--- src/fsp_map.svh ---
`ifndef FSP_MAP_SVH
`define FSP_MAP_SVH
// ****************************************
// timing, 200 MHz core clock (5 ns)
// ****************************************
`define FSP_CLK_NS          5
`define FSP_RESET_LOW_NS    500
`define FSP_RESET_LOW_CYC   ((`FSP_RESET_LOW_NS + `FSP_CLK_NS - 1) / `FSP_CLK_NS)
`define FSP_RESET_DONE_US   20
`define FSP_RESET_DONE_CYC  ((`FSP_RESET_DONE_US * 1000) / `FSP_CLK_NS)
`define FSP_PROT_PULSE_US   100
`define FSP_PROT_PULSE_CYC  ((`FSP_PROT_PULSE_US * 1000) / `FSP_CLK_NS)
`define FSP_UNPR_PULSE_MS   10
`define FSP_UNPR_PULSE_CYC  ((`FSP_UNPR_PULSE_MS * 1000000) / `FSP_CLK_NS)
`define FSP_SETUP_NS        100
`define FSP_SETUP_CYC       ((`FSP_SETUP_NS + `FSP_CLK_NS - 1) / `FSP_CLK_NS)
`define FSP_GLITCH_NS       5
`define FSP_STROBE_NS       50
`define FSP_STROBE_CYC      ((`FSP_STROBE_NS + `FSP_CLK_NS - 1) / `FSP_CLK_NS)
`define FSP_BUSY_MAX_US     100
`define FSP_BUSY_MAX_CYC    ((`FSP_BUSY_MAX_US * 1000) / `FSP_CLK_NS)
// ****************************************
// pin fields
// ****************************************
`define FSP_ADDR_W          18
`define FSP_SEC_LSB         13
`define FSP_SEC_W           5
`define FSP_A0_BIT          0
`define FSP_A1_BIT          1
`define FSP_A6_BIT          6
`define FSP_CNT_W           24
`define FSP_PROT_STAT_BIT   0
`endif

--- src/fsp_pkg.sv ---
package fsp_pkg;
  typedef enum logic [2:0] {
    FSP_OP_NONE     = 3'h0,
    FSP_OP_RESET    = 3'h1,
    FSP_OP_PROTECT  = 3'h2,
    FSP_OP_UNPROT   = 3'h3,
    FSP_OP_VERIFY   = 3'h4,
    FSP_OP_UVERIFY  = 3'h5,
    FSP_OP_TEMPUNP  = 3'h6
  } fsp_op_e;
  typedef enum logic [2:0] {
    FSP_ST_IDLE   = 3'h0,
    FSP_ST_SETUP  = 3'h1,
    FSP_ST_PULSE  = 3'h2,
    FSP_ST_HOLD   = 3'h3,
    FSP_ST_RDLOW  = 3'h4,
    FSP_ST_RSTLOW = 3'h5,
    FSP_ST_RSTWT  = 3'h6,
    FSP_ST_DONE   = 3'h7
  } fsp_state_e;
endpackage
--- src/fsp_ctrl.sv ---
`include "fsp_map.svh"
`timescale 1ns/1ps
`default_nettype none
module fsp_ctrl
  import fsp_pkg::*;
#(
  parameter int RESET_DONE_CYC = `FSP_RESET_DONE_CYC,
  parameter int PROT_PULSE_CYC = `FSP_PROT_PULSE_CYC,
  parameter int UNPR_PULSE_CYC = `FSP_UNPR_PULSE_CYC
) (
  input  wire logic                    CORE_CLK,
  input  wire logic                    RESET,
  input  wire logic                    OP_START,
  input  wire logic [2:0]              OP_CODE,
  input  wire logic [`FSP_SEC_W-1:0]   OP_SECTOR,
  output logic                         OP_BUSY,
  output logic                         OP_DONE,
  output logic                         OP_PROTECTED,
  output logic [7:0]                   OP_RDATA,
  output logic                         OP_REWRITE_NEEDED,
  input  wire logic                    PROG_ACTIVE,
  output logic [`FSP_ADDR_W-1:0]       FL_ADDR,
  output logic                         FL_CE_N,
  output logic                         FL_OE_N,
  output logic                         FL_WE_N,
  output logic                         FL_RESET_N,
  output logic                         FL_HV_SELECT_PIN,
  output logic                         FL_HV_OE,
  output logic                         FL_HV_RESET,
  input  wire logic [7:0]              FL_DQ_I,
  output logic [7:0]                   FL_DQ_O,
  output logic                         FL_DQ_OE
);
  // ****************************************
  // state
  // ****************************************
  fsp_state_e                 st_r, st_nxt;
  fsp_op_e                    op_r;
  logic [`FSP_CNT_W-1:0]      cnt_r;
  logic [`FSP_SEC_W-1:0]      sec_r;
  logic [`FSP_ADDR_W-1:0]     addr_nxt;
  logic                       hv_nxt, is_verify, is_reset, is_pulse, cnt_zero;
  logic [`FSP_CNT_W-1:0]      pulse_len;
  logic                       prot_bit;

  assign is_verify = (op_r == FSP_OP_VERIFY) || (op_r == FSP_OP_UVERIFY);
  assign is_reset  = (op_r == FSP_OP_RESET);
  assign is_pulse  = (op_r == FSP_OP_PROTECT) || (op_r == FSP_OP_UNPROT);
  assign cnt_zero  = (cnt_r == '0);
  // protect uses 100 us, unprotect 10 ms
  assign pulse_len = (op_r == FSP_OP_UNPROT) ? `FSP_CNT_W'(UNPR_PULSE_CYC)
                                             : `FSP_CNT_W'(PROT_PULSE_CYC);
  assign prot_bit  = FL_DQ_I[`FSP_PROT_STAT_BIT];

  // protect: a0,a6 low, a1 high; unprotect: a1,a6 high, a0 low
  always_comb begin
    addr_nxt = '0;
    addr_nxt[`FSP_A1_BIT] = 1'b1;
    addr_nxt[`FSP_A6_BIT] = (op_r == FSP_OP_UNPROT) || (op_r == FSP_OP_UVERIFY);
    addr_nxt[`FSP_SEC_LSB +: `FSP_SEC_W] = sec_r;
  end
  // only protect/unprotect and their verifies select the part; stray codes stay off it
  assign hv_nxt = is_pulse || is_verify;

  always_comb begin
    st_nxt = st_r;
    case (st_r)
      FSP_ST_IDLE:   if (OP_START) st_nxt = FSP_ST_SETUP;
      FSP_ST_SETUP:  if (cnt_zero) begin
                       if (is_reset) st_nxt = FSP_ST_RSTLOW;
                       else if (is_verify) st_nxt = FSP_ST_RDLOW;
                       else if (is_pulse) st_nxt = FSP_ST_PULSE;
                       else st_nxt = FSP_ST_DONE;
                     end
      FSP_ST_PULSE:  if (cnt_zero) st_nxt = FSP_ST_HOLD;
      FSP_ST_HOLD:   if (cnt_zero) st_nxt = FSP_ST_DONE;
      FSP_ST_RDLOW:  if (cnt_zero) st_nxt = FSP_ST_DONE;
      FSP_ST_RSTLOW: if (cnt_zero) st_nxt = FSP_ST_RSTWT;
      FSP_ST_RSTWT:  if (cnt_zero) st_nxt = FSP_ST_DONE;
      FSP_ST_DONE:   st_nxt = FSP_ST_IDLE;
      default:       st_nxt = FSP_ST_IDLE;
    endcase
  end

  // ****************************************
  // sequencing
  // ****************************************
  always_ff @(posedge CORE_CLK) begin
    if (RESET) begin
      st_r  <= FSP_ST_IDLE;
      op_r  <= FSP_OP_NONE;
      cnt_r <= '0;
      sec_r <= '0;
    end else begin
      st_r <= st_nxt;
      if (st_r == FSP_ST_IDLE && OP_START) begin
        op_r  <= fsp_op_e'(OP_CODE);
        sec_r <= OP_SECTOR;
        cnt_r <= `FSP_CNT_W'(`FSP_SETUP_CYC);
      end else if (st_nxt != st_r) begin
        case (st_nxt)
          FSP_ST_PULSE:  cnt_r <= pulse_len - `FSP_CNT_W'(1);
          FSP_ST_HOLD:   cnt_r <= `FSP_CNT_W'(`FSP_SETUP_CYC);
          FSP_ST_RDLOW:  cnt_r <= `FSP_CNT_W'(`FSP_STROBE_CYC);
          FSP_ST_RSTLOW: cnt_r <= `FSP_CNT_W'(`FSP_RESET_LOW_CYC) - `FSP_CNT_W'(1);
          FSP_ST_RSTWT:  cnt_r <= `FSP_CNT_W'(RESET_DONE_CYC);
          default:       cnt_r <= '0;
        endcase
      end else if (!cnt_zero) begin
        cnt_r <= cnt_r - `FSP_CNT_W'(1);
      end
    end
  end

  // ****************************************
  // pins and user answers
  // ****************************************
  always_ff @(posedge CORE_CLK) begin
    if (RESET) begin
      FL_ADDR           <= '0;
      FL_CE_N           <= 1'b1;
      FL_OE_N           <= 1'b1;
      FL_WE_N           <= 1'b1;
      FL_RESET_N        <= 1'b1;
      FL_HV_SELECT_PIN  <= 1'b0;
      FL_HV_OE          <= 1'b0;
      FL_HV_RESET       <= 1'b0;
      FL_DQ_O           <= '0;
      FL_DQ_OE          <= 1'b0;
      OP_BUSY           <= 1'b0;
      OP_DONE           <= 1'b0;
      OP_PROTECTED      <= 1'b0;
      OP_RDATA          <= '0;
      OP_REWRITE_NEEDED <= 1'b0;
    end else begin
      OP_BUSY  <= (st_nxt != FSP_ST_IDLE);
      OP_DONE  <= (st_nxt == FSP_ST_DONE);
      // strobes stay parked outside an operation; never glitch
      FL_ADDR          <= (st_nxt == FSP_ST_IDLE) ? '0 : addr_nxt;
      FL_CE_N          <= !(hv_nxt && st_nxt != FSP_ST_IDLE && st_nxt != FSP_ST_DONE);
      FL_HV_SELECT_PIN <= hv_nxt && st_nxt != FSP_ST_IDLE && st_nxt != FSP_ST_DONE;
      FL_HV_OE         <= is_pulse && st_nxt != FSP_ST_IDLE && st_nxt != FSP_ST_DONE;
      FL_OE_N          <= !(st_nxt == FSP_ST_RDLOW);
      FL_WE_N          <= !(st_nxt == FSP_ST_PULSE);
      FL_RESET_N       <= !(st_nxt == FSP_ST_RSTLOW);
      // raised at the end of a temp-unprotect op, kept until an op other than temp-unprotect is taken
      FL_HV_RESET      <= (op_r == FSP_OP_TEMPUNP)
                          && ((st_nxt == FSP_ST_DONE) || FL_HV_RESET);
      FL_DQ_O          <= '0;
      FL_DQ_OE         <= 1'b0;
      if (st_r == FSP_ST_RDLOW && cnt_zero) begin
        OP_RDATA     <= FL_DQ_I;
        OP_PROTECTED <= prot_bit;
      end
      // reset during a program or erase leaves data suspect
      if (st_r == FSP_ST_RSTLOW && PROG_ACTIVE)
        OP_REWRITE_NEEDED <= 1'b1;
      else if (OP_START && st_r == FSP_ST_IDLE)
        OP_REWRITE_NEEDED <= 1'b0;
    end
  end

  // ****************************************
  // checks
  // ****************************************
  a_we_len_prot: assert property (@(posedge CORE_CLK) disable iff (RESET)
    $fell(FL_WE_N) && op_r == FSP_OP_PROTECT |-> !FL_WE_N [*8])
    else $error("protect strobe too short");
  a_reset_wait: assert property (@(posedge CORE_CLK) disable iff (RESET)
    $rose(FL_RESET_N) && is_reset |-> OP_BUSY [*8])
    else $error("no wait after reset");
  a_we_hv: assert property (@(posedge CORE_CLK) disable iff (RESET)
    !FL_WE_N |-> FL_HV_SELECT_PIN && FL_HV_OE && !FL_CE_N && FL_ADDR[`FSP_A1_BIT])
    else $error("strobe without entry levels");
  a_unp_a6: assert property (@(posedge CORE_CLK) disable iff (RESET)
    !FL_WE_N && op_r == FSP_OP_UNPROT |-> FL_ADDR[`FSP_A6_BIT] && !FL_ADDR[`FSP_A0_BIT])
    else $error("unprotect levels wrong");
  a_rst_no_we: assert property (@(posedge CORE_CLK) disable iff (RESET)
    !FL_RESET_N |-> FL_WE_N)
    else $error("strobe during reset");
  a_vfy_oe: assert property (@(posedge CORE_CLK) disable iff (RESET)
    !FL_OE_N |-> FL_WE_N && FL_HV_SELECT_PIN && !FL_ADDR[`FSP_A0_BIT])
    else $error("verify levels wrong");
  a_done_pulse: assert property (@(posedge CORE_CLK) disable iff (RESET)
    OP_DONE |=> !OP_DONE)
    else $error("done longer than a cycle");
  a_we_min: assert property (@(posedge CORE_CLK) disable iff (RESET)
    $fell(FL_WE_N) |=> !FL_WE_N)
    else $error("strobe shorter than glitch limit");
endmodule
`default_nettype wire

--- config.mk ---
export PLATFORM = sky130hd
export DESIGN_NAME = fsp_ctrl
export DESIGN_NICKNAME = d
export VERILOG_FILES = /design/src/fsp_pkg.sv /design/src/fsp_ctrl.sv
export VERILOG_INCLUDE_DIRS = /design/src
export SDC_FILE = /design/constraint.sdc
export NUM_CORES = 1
export LEC_CHECK = 0
export BUFFER_PORTS_ARGS = -buffer_cell sky130_fd_sc_hd__buf_2
export CORE_AREA = 2 2 91 67
export CTS_CLUSTER_SIZE = 10
export DETAILED_ROUTE_END_ITERATION = 8
export DIE_AREA = 0 0 93 69
export PLACE_DENSITY = 0.78
export SLEW_MARGIN = 30
export SYNTH_ARGS = -nofsm -noshare
export SYNTH_HDL_FRONTEND = slang
export SYNTH_SLANG_ARGS = --single-unit
--- constraint.sdc ---
create_clock -name CORE_CLK -period 3.49 [get_ports CORE_CLK]
set_input_delay 0.698 -clock CORE_CLK [delete_from_list [all_inputs] [get_ports CORE_CLK]]
set_output_delay 0.698 -clock CORE_CLK [all_outputs]
set_load 0.02 [all_outputs]
==> impl.org, run 1 <==
** Yosys
- Counting flops and latches in the post-synthesis netlist gives 59.
- Counting flops with a built-in enable in the synthesized netlist gives 0.
- Synth Cell Area :: 2910 µm²
- Of the synthesized area, sequential elements account for 0.405.
- Averaged over all synthesized cells, the footprint is 8.23 µm².
- For this run, the number of Yosys warnings is 0.
- Synth async-reset ratio :: 0
- Syn Inst Count :: 354
- The most used flip-flop cell after synthesis is dfxtp_1.
- Counting distinct cell types in the post-synthesis netlist gives 55.

** Detailed routing
- Number of DRC markers in iteration 0 :: 324
- DRC viols :: 0
- Total number of vias :: 2662
- Using the TritonRoute via totals, the vias-per-cell ratio works out to 5.56.
- Routed wirelength normalized by instance count :: 14.6 µm
- The detail route stage leaves a number of antenna-violating nets equal to 0.
- The first detailed-routing pass took 6 iterations.
- For this block, the routed nets add up to 7.01 mm of wire.

** Timing
- Post-route clock period utilization :: 0.824
- On the final layout, the worst hold slack is 0.448 ns.
- In the post-route analysis, the smallest setup slack over all paths is 0.614 ns.
- Final min period :: 2.88 ns
- Headroom to the max-slew limit came out at 0.576.
- RSZ-0062 raised after global routing :: false
- Setup TNS after final layout :: 0 ns
- Worst Clk Skew :: 0.00636 ns
- The total count of max-transition violations in the final report is 0.
- The number of hold-slack violations in the final timing report is 0.
- Highest Clock Rate :: 0.348 GHz
- # setup viols final :: 0
- Transition time of the tightest slew-check pin :: 0.630 ns

** GRT
- For this run, global-route usage on met2 was measured as 0.323.
- After global routing the overflow that remains totals 0.
- Top Usage Layer GRT :: met1
- Largest net degree at the start of global routing :: 30
- For met1 alone, demand over resource in global routing was 0.334.
- Initial antenna violation count :: 0
- The number of global-route vias before repair came to 2361.
- Tot GR Track Use :: 0.231
- For met3 alone, demand over resource in global routing was 0.0623.
- The first global-routing pass estimated 11.6 mm of wire.

** Critical path
- Critical Path RT :: 3.69 ns
- The largest individual stage delay along the critical path comes from the cell nor3_2.
- The signal on the critical path passes through inv_1, ha_1, nor4b_1, nand3b_1, nor3_2, nor3_1, buf_4, a32oi_1, a31oi_1.
- STA puts the critical path data arrival time at 3.08 ns.
- Kind of launch point of the worst setup path :: flop
- Worst stage delay on the critical path :: 0.56 ns
- Worst Setup Path Type :: flop to flop
- Worst-path maximum fanout :: 13
- Number of cells traversed by the worst register-to-register path :: 9
- STA classifies the critical path endpoint as a flop.

** Placed design
- Port-buffer cells :: 45
- The number of placed instances, taps included, is 463.
- Area after detailed placement :: 3130 µm²
- Detailed placement finished with a half-perimeter wire length of 5.10 mm.
- Routability-driven placement finished with a final weighted congestion of 0.955.
- Prior to clock tree synthesis, the placed netlist has a worst setup slack of 0.686 ns.

** Layout
- Most frequent cells in the layout :: dfxtp_1, nand2_1, buf_2, a21oi_1, nor2_1
- Once layout is complete, the utilization of the core stands at 0.601.
- Combined area of the multi-input logic cells :: 1560 µm²
- Proportion of layout cells with a drive suffix above 1 :: 0.200
- Final nets :: 420
- Antenna diode instance count :: 0
- Relative to the synthesized area, the layout overhead comes to 14.0%.
- Leaving out fill and tap cells, the most frequent cell in the layout is dfxtp_1.
- The finished layout holds 479 standard cells, fillers aside.
- Registers take 1180 µm².
- Fill cells :: 515
- Final instance area :: 3320 µm²

** Power and ir drop
- Pwr Density :: 1070 nW/µm²
- Static leakage :: 1.37 nW
- Maximum ir drop on the vdd rail :: 587 µV
- Post-layout power :: 3.56 mW

** Min path
- The worst hold path passes through 2 cells.
- The worst hold path belongs to the class flop to flop.

** Clock tree
- The tree built by TritonCTS fans out to 59 sinks.
- No sink is reached through more buffers than the 2 on the longest clock path.
- CTS built an H-tree with a depth of 3.
- Post-cts hold buffer count :: 0
- The cell sitting at the root of the clock tree is a clkbuf_8.
- Clock edge transition at the registers on the reported setup and hold paths :: 0.07 ns
- TritonCTS built the clock tree.
- The number of gates resized after CTS was 0.
- Once the clock tree was built, the setup fixing pass inserted 0 buffers.
- The later pin in the worst-skew pair is clocked with a latency of 0.34 ns.
- The number of clock buffers added by TritonCTS is 9.

** Die
- Pin placement for this block handled 66 I/O pins.
- The die covers 6420 µm².
- X dimension of the die :: 93 µm
- The floorplan has 23 rows.
- For this configuration, the core starts out at a cell density of 0.527.
- Core area :: 5530 µm²
- Chip Height :: 69 µm

** Run status
- Result of the run :: complete, no violations

** Run
- The tool flagged a number of max-cap violations equal to 0.
## registers in the layout, indices dropped and copies added (netlist names), 3 cells and up
name / count
FL_ADDR: 6
OP_RDATA: 8
st_r: 3
op_r: 3
cnt_r: 24
sec_r: 5
## cells in the mapped netlist, types with 3 or more instances
master    instances  area, µm²
a211oi_1          4       30.0
a21oi_1          37        185
a221oi_1          4       35.0
a31oi_1           3       18.8
and2_1           11       68.8
buf_4            22        165
clkbuf_1         10       37.5
dfxtp_1          59       1180
inv_1             5       18.8
nand2_1          57        214
nand2b_1          5       31.3
nand3_1           4       20.0
nand4_1           4       25.0
nor2_1           22       82.6
nor3_1           19       95.1
nor4_1           10       62.6
o21ai_0           5       25.0
o31ai_1           3       22.5
or2_2             3       18.8
or3_1             4       25.0
xnor2_1          12        105
xor2_1            9       78.8
## layout make-up
class	count	area share
clock buffer	11	0.0426
inverter	5	0.00565
sequential	59	0.356
multi-input combinational	273	0.471
tap	75	0.0282
timing repair buffer	51	0.0814
clock inverter	5	0.0158
## report_power, final
part	leakage [nW]	switching, mW	total, mW	internal (mW)
Combinational	0.789	1.19	1.93	0.745
Sequential	0.481	0.175	1.02	0.847
Clock	0.0991	0.264	0.609	0.345
Total	1.37	1.63	3.56	1.94
## kinds of logic after synthesis
group	after synthesis	synth area share
AOI/OAI and AO/OA	74	0.168
xor gates and xnor gates	21	0.0631
adders and majority gates	1	0.00429
buffers and inverters	41	0.0820
DFF	59	0.405
muxes	2	0.00687
other	1	0.00129
and+or+nand+nor	155	0.268
## worst max-delay path: cells and delay by family, from the launching register on
| family | cells | cell delay [ns] |
|---|---|---|
| AOI/OAI and AO/OA | 2 | 0.49 |
| adders and majority gates | 1 | 0.19 |
| buffers and inverters | 2 | 0.31 |
| DFF | 1 | 0.34 |
| and+or+nand+nor | 4 | 1.41 |
## layer usage
| layer | vias up | wire (µm) |
|---|---|---|
| met1 | 1209 | 3160 |
| li1 | 1298 | - |
| met2 | 144 | 3000 |
| met3 | 11 | 737 |
| met5 | - | 0 |
| met4 | 0 | 107 |
## final timing paths
kind / from / end / slack, ns
worst max register to register: cnt_r[0] / cnt_r[15] / 0.61
worst min register to register: OP_RDATA[3] / OP_RDATA[3] / 0.45
worst min-delay path: OP_RDATA[3] / OP_RDATA[3] / 0.45
worst max-delay path: cnt_r[0] / cnt_r[15] / 0.61
No activity file was read; power rests on OpenSTA's default activity.
==> run 2: changes to the inputs <==
--- a/config.mk
+++ b/config.mk
@@ -7,11 +7,11 @@
 export NUM_CORES = 1
 export LEC_CHECK = 0
 export BUFFER_PORTS_ARGS = -buffer_cell sky130_fd_sc_hd__buf_2
-export CORE_AREA = 2 2 91 67
+export CORE_AREA = 2 2 96 70
 export CTS_CLUSTER_SIZE = 10
 export DETAILED_ROUTE_END_ITERATION = 8
-export DIE_AREA = 0 0 93 69
-export PLACE_DENSITY = 0.78
+export DIE_AREA = 0 0 98 72
+export PLACE_DENSITY = 0.75
 export SLEW_MARGIN = 30
 export SYNTH_ARGS = -nofsm -noshare
 export SYNTH_HDL_FRONTEND = slang
==> constraint.sdc (replaced) <==
create_clock -name CORE_CLK -period 2.43 [get_ports CORE_CLK]
set_input_delay 0.486 -clock CORE_CLK [delete_from_list [all_inputs] [get_ports CORE_CLK]]
set_output_delay 0.486 -clock CORE_CLK [all_outputs]
set_load 0.02 [all_outputs]
==> run 2 against run 1 <==
Against the previous run: the flow now finishes with violations (setup timing); cell area increased by 12%; clock-buffer cell count did not move; routed wire length up 12%; critical path depth is 3 lower; cell count increased by 8.1%; clock skew is 0.0025 ns higher; core utilization up 0.84 points; critical endpoint is now cnt_r[0]; largest power group unchanged.
==> impl.org, run 2 (synthesis results as in run 1) <==
** Detailed routing
- The routed design has 7.86 mm of wire.
- Number of DRC markers in iteration 0 :: 225
- Routed vias/inst :: 5.49
- DRC viols :: 0
- For this run, the detailed router's first-pass iteration total came to 6.
- Total number of vias :: 2846
- After detailed routing, the average wire length per cell comes to 15.2 µm.
- Final antenna-violating net count :: 0

** GRT
- The initial antenna violation count is 0.
- Tot GR Track Use :: 0.222
- Largest net degree at the start of global routing :: 17
- Congestion Overflow GR :: 0
- Number of global-route vias before repair :: 2489
- Global-route wire length before repair :: 12.3 mm

** Timing
- Final hold vios :: 0
- Setup repair after global routing could not meet its margin everywhere.
- Clock skew on the completed layout was measured at 0.00888 ns.
- In the finished design, the share of the clock period the worst path needs comes to 1.00.
- Transition time of the tightest slew-check pin :: 0.875 ns
- Static timing analysis puts the maximum clock frequency at 0.411 GHz.
- Worst Setup Slack, final :: -0.00311 ns
- Relative slew slack :: 0.411
- Setup violations remaining at the end of the flow were counted as 1.
- Final min period :: 2.43 ns
- Hold Slack :: 0.380 ns
- The total count of max-transition violations in the final report came to 0.

** Layout
- Proportion of layout cells with a drive suffix above 1 :: 0.307
- Register name with the most flops :: cnt_r
- The number of antenna diodes in the final layout is 0.
- The final layout contains 458 nets.
- The library cell used most frequently in the layout, excluding fill and tap cells, is dfxtp_1.
- Summing all multi-input logic gate instances after layout gives 1690 µm².
- Most frequent cells in the layout :: dfxtp_1, nand2_1, buf_2, buf_4, a21oi_1
- Combined flip-flop and latch cell area :: 1180 µm²
- The largest registers in the layout are cnt_r (24), OP_RDATA (8), FL_ADDR (6).
- Compared with the post-synthesis result, the final layout area differs by 27.6%.
- Fill cells :: 537
- The register with the most flip-flops in the layout has 24 of them.

** Clock tree
- The clock passes through at most 2 buffers.
- Number of buffers created by CTS :: 9
- Clock sink total :: 59
- Clock-pin slew was measured on the worst setup and hold paths at 0.07 ns.
- The H-tree was split into 3 levels.
- TritonCTS clock tree :: done
- Clock latency on the worst-skew pair, taken at its later pin, is 0.34 ns.
- Root cell of the clock tree :: clkbuf_8
- The number of hold buffers added after CTS was 0.

** Die
- Starting utilization of the core area :: 0.478
- The core region is 6100 µm².
- The die covers 7060 µm².
- Measured along the x axis, the die boundary spans 98 µm.
- 66 I/O pins were placed.
- Site Rows :: 24
- Chip Height :: 72 µm

** Critical path
- Slack of the worst reg-to-reg path :: -0.003 ns
- Worst-path maximum fanout :: 7
- For the worst setup path, the data required time is 2.68 ns.
- The worst setup path is of the flop to flop kind.
- Cell with the largest stage delay on the worst path :: or4_4
- CP endpoint kind :: flop
- Top Family by Delay on Critical Path :: simple AND/OR/NAND/NOR gates
- Buffers & Inverters on Critical Path :: 0
- Kind of launch point of the worst setup path :: flop
- Signal arrival time at the worst endpoint :: 2.68 ns
- Traced cell by cell, the critical path runs through or4_4, or3_4, or4_4, a21oi_4, a21oi_4, a2111oi_2.
- The largest single stage delay on the critical path is 0.54 ns.

** Power and ir drop
- In this run the static leakage power is 1.58 nW.
- Post-layout power :: 6.05 mW
- In this run the power density over the cells is 1630 nW/µm².
- Across the VDD grid, the largest voltage drop is 1030 µV.

** Run
- Across the run, the number of max-cap violations was 0.

** Placed design
- After legalization and detailed placement, the total HPWL measured 5.74 mm.
- Buffers placed on the I/O ports in this run total 45.
- Final GP Congestion :: 0.928

** Run status
- Violations in the final reports :: setup timing
- Result of the run :: complete, but fails checks

** Min path
- Hold/Removal Path Class :: primary input to flop
==> run 2: per-stage QoR <==
step / worst slack (ns) / util / cell area (µm²) / std cells / TNS, ns
2_1_floorplan: 0.00605 / - / 2980 / 373 / 0
3_3_place_gp: -0.0340 / 0.554 / 3380 / 499 / -0.0340
3_5_place_dp: -0.0993 / 0.554 / 3380 / 499 / -0.388
4_1_cts: 0.00430 / 0.584 / 3560 / 513 / 0
5_1_grt: -0.0819 / 0.610 / 3720 / 518 / -0.253
6_report: -0.00311 / 0.610 / 3720 / 518 / -0.00311
==> run 2: power by group <==
| group | internal [mW] | total, mW | switching, mW |
|---|---|---|---|
| combinational | 1.72 | 3.81 | 2.09 |
| clock | 0.408 | 0.768 | 0.360 |
| sequential | 1.22 | 1.47 | 0.257 |
==> run 2: worst paths after layout <==
check | start | endpoint | cells after the start
max | cnt_r[19] | cnt_r[0] | 6
min | OP_SECTOR[3] | sec_r[3] | 3
max reg2reg | cnt_r[19] | cnt_r[0] | 6
min reg2reg | OP_RDATA[1] | OP_RDATA[1] | 2
==> run 2: metal layers <==
metal  GRT usage  up-vias  share of wire  wire length [µm]
met3      0.0809       10          0.092               721
met4      0.0710        0          0.015               116
met1       0.318     1322           0.47              3660
li1            -     1376              -                 -
met5           0        -              0                 0
met2       0.311      138           0.43              3360
==> run 2: area by class of cell <==
class | count | area share
multi-input cells | 273 | 0.455
flip-flops and latches | 59 | 0.318
repair buffers | 89 | 0.151
clock buffers | 11 | 0.0407
well taps | 78 | 0.0263
inverters | 5 | 0.00505
clock inverters | 3 | 0.00404
==> run 2: tightest hold or removal path, cell delays in order <==
cell and delay, ns:
buf_2 0.09, nand2_1 0.04, a21oi_1 0.05
==> run 2: repair_timing <==
item	in CTS	in global routing
setup buffers	0	5
pin swaps	0	12
setup endpoints to repair	14	28
gates resized for setup	3	25
==> run 3: changes to the inputs <==
--- a/config.mk
+++ b/config.mk
@@ -12,6 +12,7 @@
 export DETAILED_ROUTE_END_ITERATION = 8
 export DIE_AREA = 0 0 98 72
 export PLACE_DENSITY = 0.75
+export SKIP_CTS_REPAIR_TIMING = 1
 export SLEW_MARGIN = 30
 export SYNTH_ARGS = -nofsm -noshare
 export SYNTH_HDL_FRONTEND = slang
==> run 3 against run 2 <==
Against the previous run: the run now ends clean; global-route usage about the same; sequential power about the same; register-to-register slack improved by 0.04 ns; combinational power increased by 2%; setup slack improved by 0.038 ns; largest cell class unchanged; core utilization increased by 0.27 points; cell area increased by 0.44%; cell count increased by 0.58%; clock-buffer cell count unchanged; via count increased by 0.91%; maximum frequency increased by 1.6%; worst hold slack got worse by 0.0011 ns.
==> impl.org, run 3 (synthesis results as in run 1) <==
** Clock tree
- The number of clock buffers added by TritonCTS is 9.
- Htree depth :: 3
- Clock latency on the worst-skew pair, taken at its later pin, is 0.34 ns.
- Maximum clock insertion buffer count :: 2
- Root cell of the clock tree :: clkbuf_8
- Clock edge transition at the registers on the reported setup and hold paths :: 0.07 ns
- TritonCTS clock tree :: done
- The clock drives 59 sinks.

** Critical path
- The critical path in this run is classified as flop to flop.
- The worst setup path is launched from a flop.
- CP endpoint kind :: flop
- Data on the critical path is required at its endpoint by 2.68 ns.
- The worst register-to-register path begins at cnt_r[17].
- Worst-path maximum fanout :: 4
- The number of cells on the worst reg-to-reg path is 7.
- Critical register-to-register path endpoint :: cnt_r[0]
- Data arrives at the worst endpoint at 2.64 ns.
- Slack of the worst reg-to-reg path :: 0.03 ns

** Min path
- HP Start :: OP_SECTOR[3]
- The path class of the tightest hold or removal check is primary input to flop.
- The path with the worst hold slack has its endpoint at sec_r[3].
- Number of stages on the worst hold path :: 3

** Layout
- The register with the most flip-flops in the layout has 24 of them.
- Of the cells placed in the final design, the portion with a size suffix greater than 1 is 0.312.
- In the layout the commonest cells are dfxtp_1, nand2_1, buf_2, buf_4, a21oi_1.
- Most frequent standard cell in the layout excluding fill and tap cells :: dfxtp_1
- Ranked by flip-flop count, first place goes to cnt_r.
- Area delta synth->final :: 28.1%
- The final layout contains 461 nets.
- Final instance area :: 3730 µm²
- Combined area of the multi-input logic cells :: 1680 µm²
- Antenna diode instance count :: 0
- The sequential cells in the finished layout cover a total of 1180 µm².
- Fill cells :: 549
- Regs by FF count :: cnt_r (24), OP_RDATA (8), FL_ADDR (6)

** Detailed routing
- The detail route stage leaves a number of antenna-violating nets equal to 0.
- Total number of vias :: 2872
- In the routed layout, each cell is associated on average with a via count of 5.51.
- DRC viols :: 0
- Routed wire length :: 7.94 mm
- Number of DRC markers in iteration 0 :: 224
- Routed wirelength normalized by instance count :: 15.2 µm
- Number of search-and-repair iterations in the first detailed-routing pass :: 4

** Die
- The initial utilization of the core area, before any placement, comes to 0.478.
- X dimension of the die :: 98 µm
- Row generation in the floorplan step produced 24 rows.
- Chip Height :: 72 µm
- Top-level I/O count :: 66
- Core area :: 6100 µm²
- The die covers 7060 µm².

** Placed design
- Area after detailed placement :: 3380 µm²
- Port-buffer cells :: 45
- Final GP Congestion :: 0.928
- Timing analysis after detailed placement gives a worst setup slack of -0.0993 ns.
- Detailed placement ended at an HPWL of 5.74 mm.

** GRT
- For this run the aggregate overflow at the end of global routing stands at 0.
- Number of global-route vias before repair :: 2470
- Tot GR Track Use :: 0.222
- Initial antenna violation count :: 0
- The first global-routing pass estimated 12.2 mm of wire.
- Entering global routing, the biggest net connects 17 pins.

** Power and ir drop
- VDD sags by at most 1100 µV.
- Pwr Density :: 1640 nW/µm²
- For this design the static power due to leakage is 1.59 nW.

** Run status
- Result of the run :: complete, no violations

** Timing
- Post-route clock period utilization :: 0.986
- Relative slew slack :: 0.365
- Based on the critical path, the design can be clocked at up to 0.418 GHz.
- Transition time of the tightest slew-check pin :: 0.944 ns
- Total count of max-transition violations in the final report :: 0
- Worst Clk Skew :: 0.0101 ns
- RSZ-0062 raised after global routing :: true
- # setup viols final :: 0
- Final hold vios :: 0
- Across all setup checks in the final design, the least slack found is 0.0349 ns.
- After layout, the minimum clock period comes to 2.40 ns.

** Run
- Max-cap violations in this run came to 0.
-- run 3: metal layers --
layer	vias to the layer above	wire length, µm	global-route usage
met5	-	0	0
met3	10	724	0.0809
met4	0	114	0.0694
met2	144	3470	0.309
met1	1331	3630	0.319
li1	1387	-	-
-- run 3: how the worst max path moves through the flow --
stage,start,end,depth (start not counted)
after floorplan,cnt_r[17],cnt_r[14],7
after global placement,cnt_r[1],cnt_r[14],9
after CTS,cnt_r[0],cnt_r[14],9
after detailed placement,cnt_r[0],cnt_r[14],9
final,cnt_r[17],cnt_r[0],7
after global routing,cnt_r[17],cnt_r[2],8
-- run 3: final cells by class --
| type | instances | share of cell area |
|---|---|---|
| Clock inverter | 3 | 0.00402 |
| Tap cell | 78 | 0.0261 |
| Clock buffer | 11 | 0.0406 |
| Timing Repair Buffer | 92 | 0.157 |
| Inverter | 5 | 0.00503 |
| Sequential cell | 59 | 0.317 |
| Multi-Input combinational cell | 273 | 0.451 |
-- run 3: report_power, final --
part	internal (mW)	switching (mW)	total, mW	leakage [nW]
sequential	1.22	0.257	1.47	0.481
combinational	1.78	2.11	3.89	1.02
clock	0.408	0.362	0.770	0.0908
total	3.41	2.73	6.14	1.59
-- run 3: critical path, cell delays in order, from the launching register on --
cell and delay [ns]:
dfxtp_1 0.31, or4_4 0.53, or3_4 0.41, buf_6 0.15
o211ai_1 0.22, o311a_1 0.27, nand2_1 0.08, a2111oi_2 0.34
-- run 3: through the flow --
step	cells	total power [mW]	hold WS (ns)	TNS [ns]	utilization
floorplan	373	3.62	0.430	0	-
global placement	499	4.75	0.435	-0.0340	0.554
detailed placement	499	4.83	0.440	-0.388	0.554
CTS	513	5.63	0.367	-0.613	0.582
global route	521	6.53	0.374	-0.250	0.612
finish	521	6.14	0.379	0	0.612
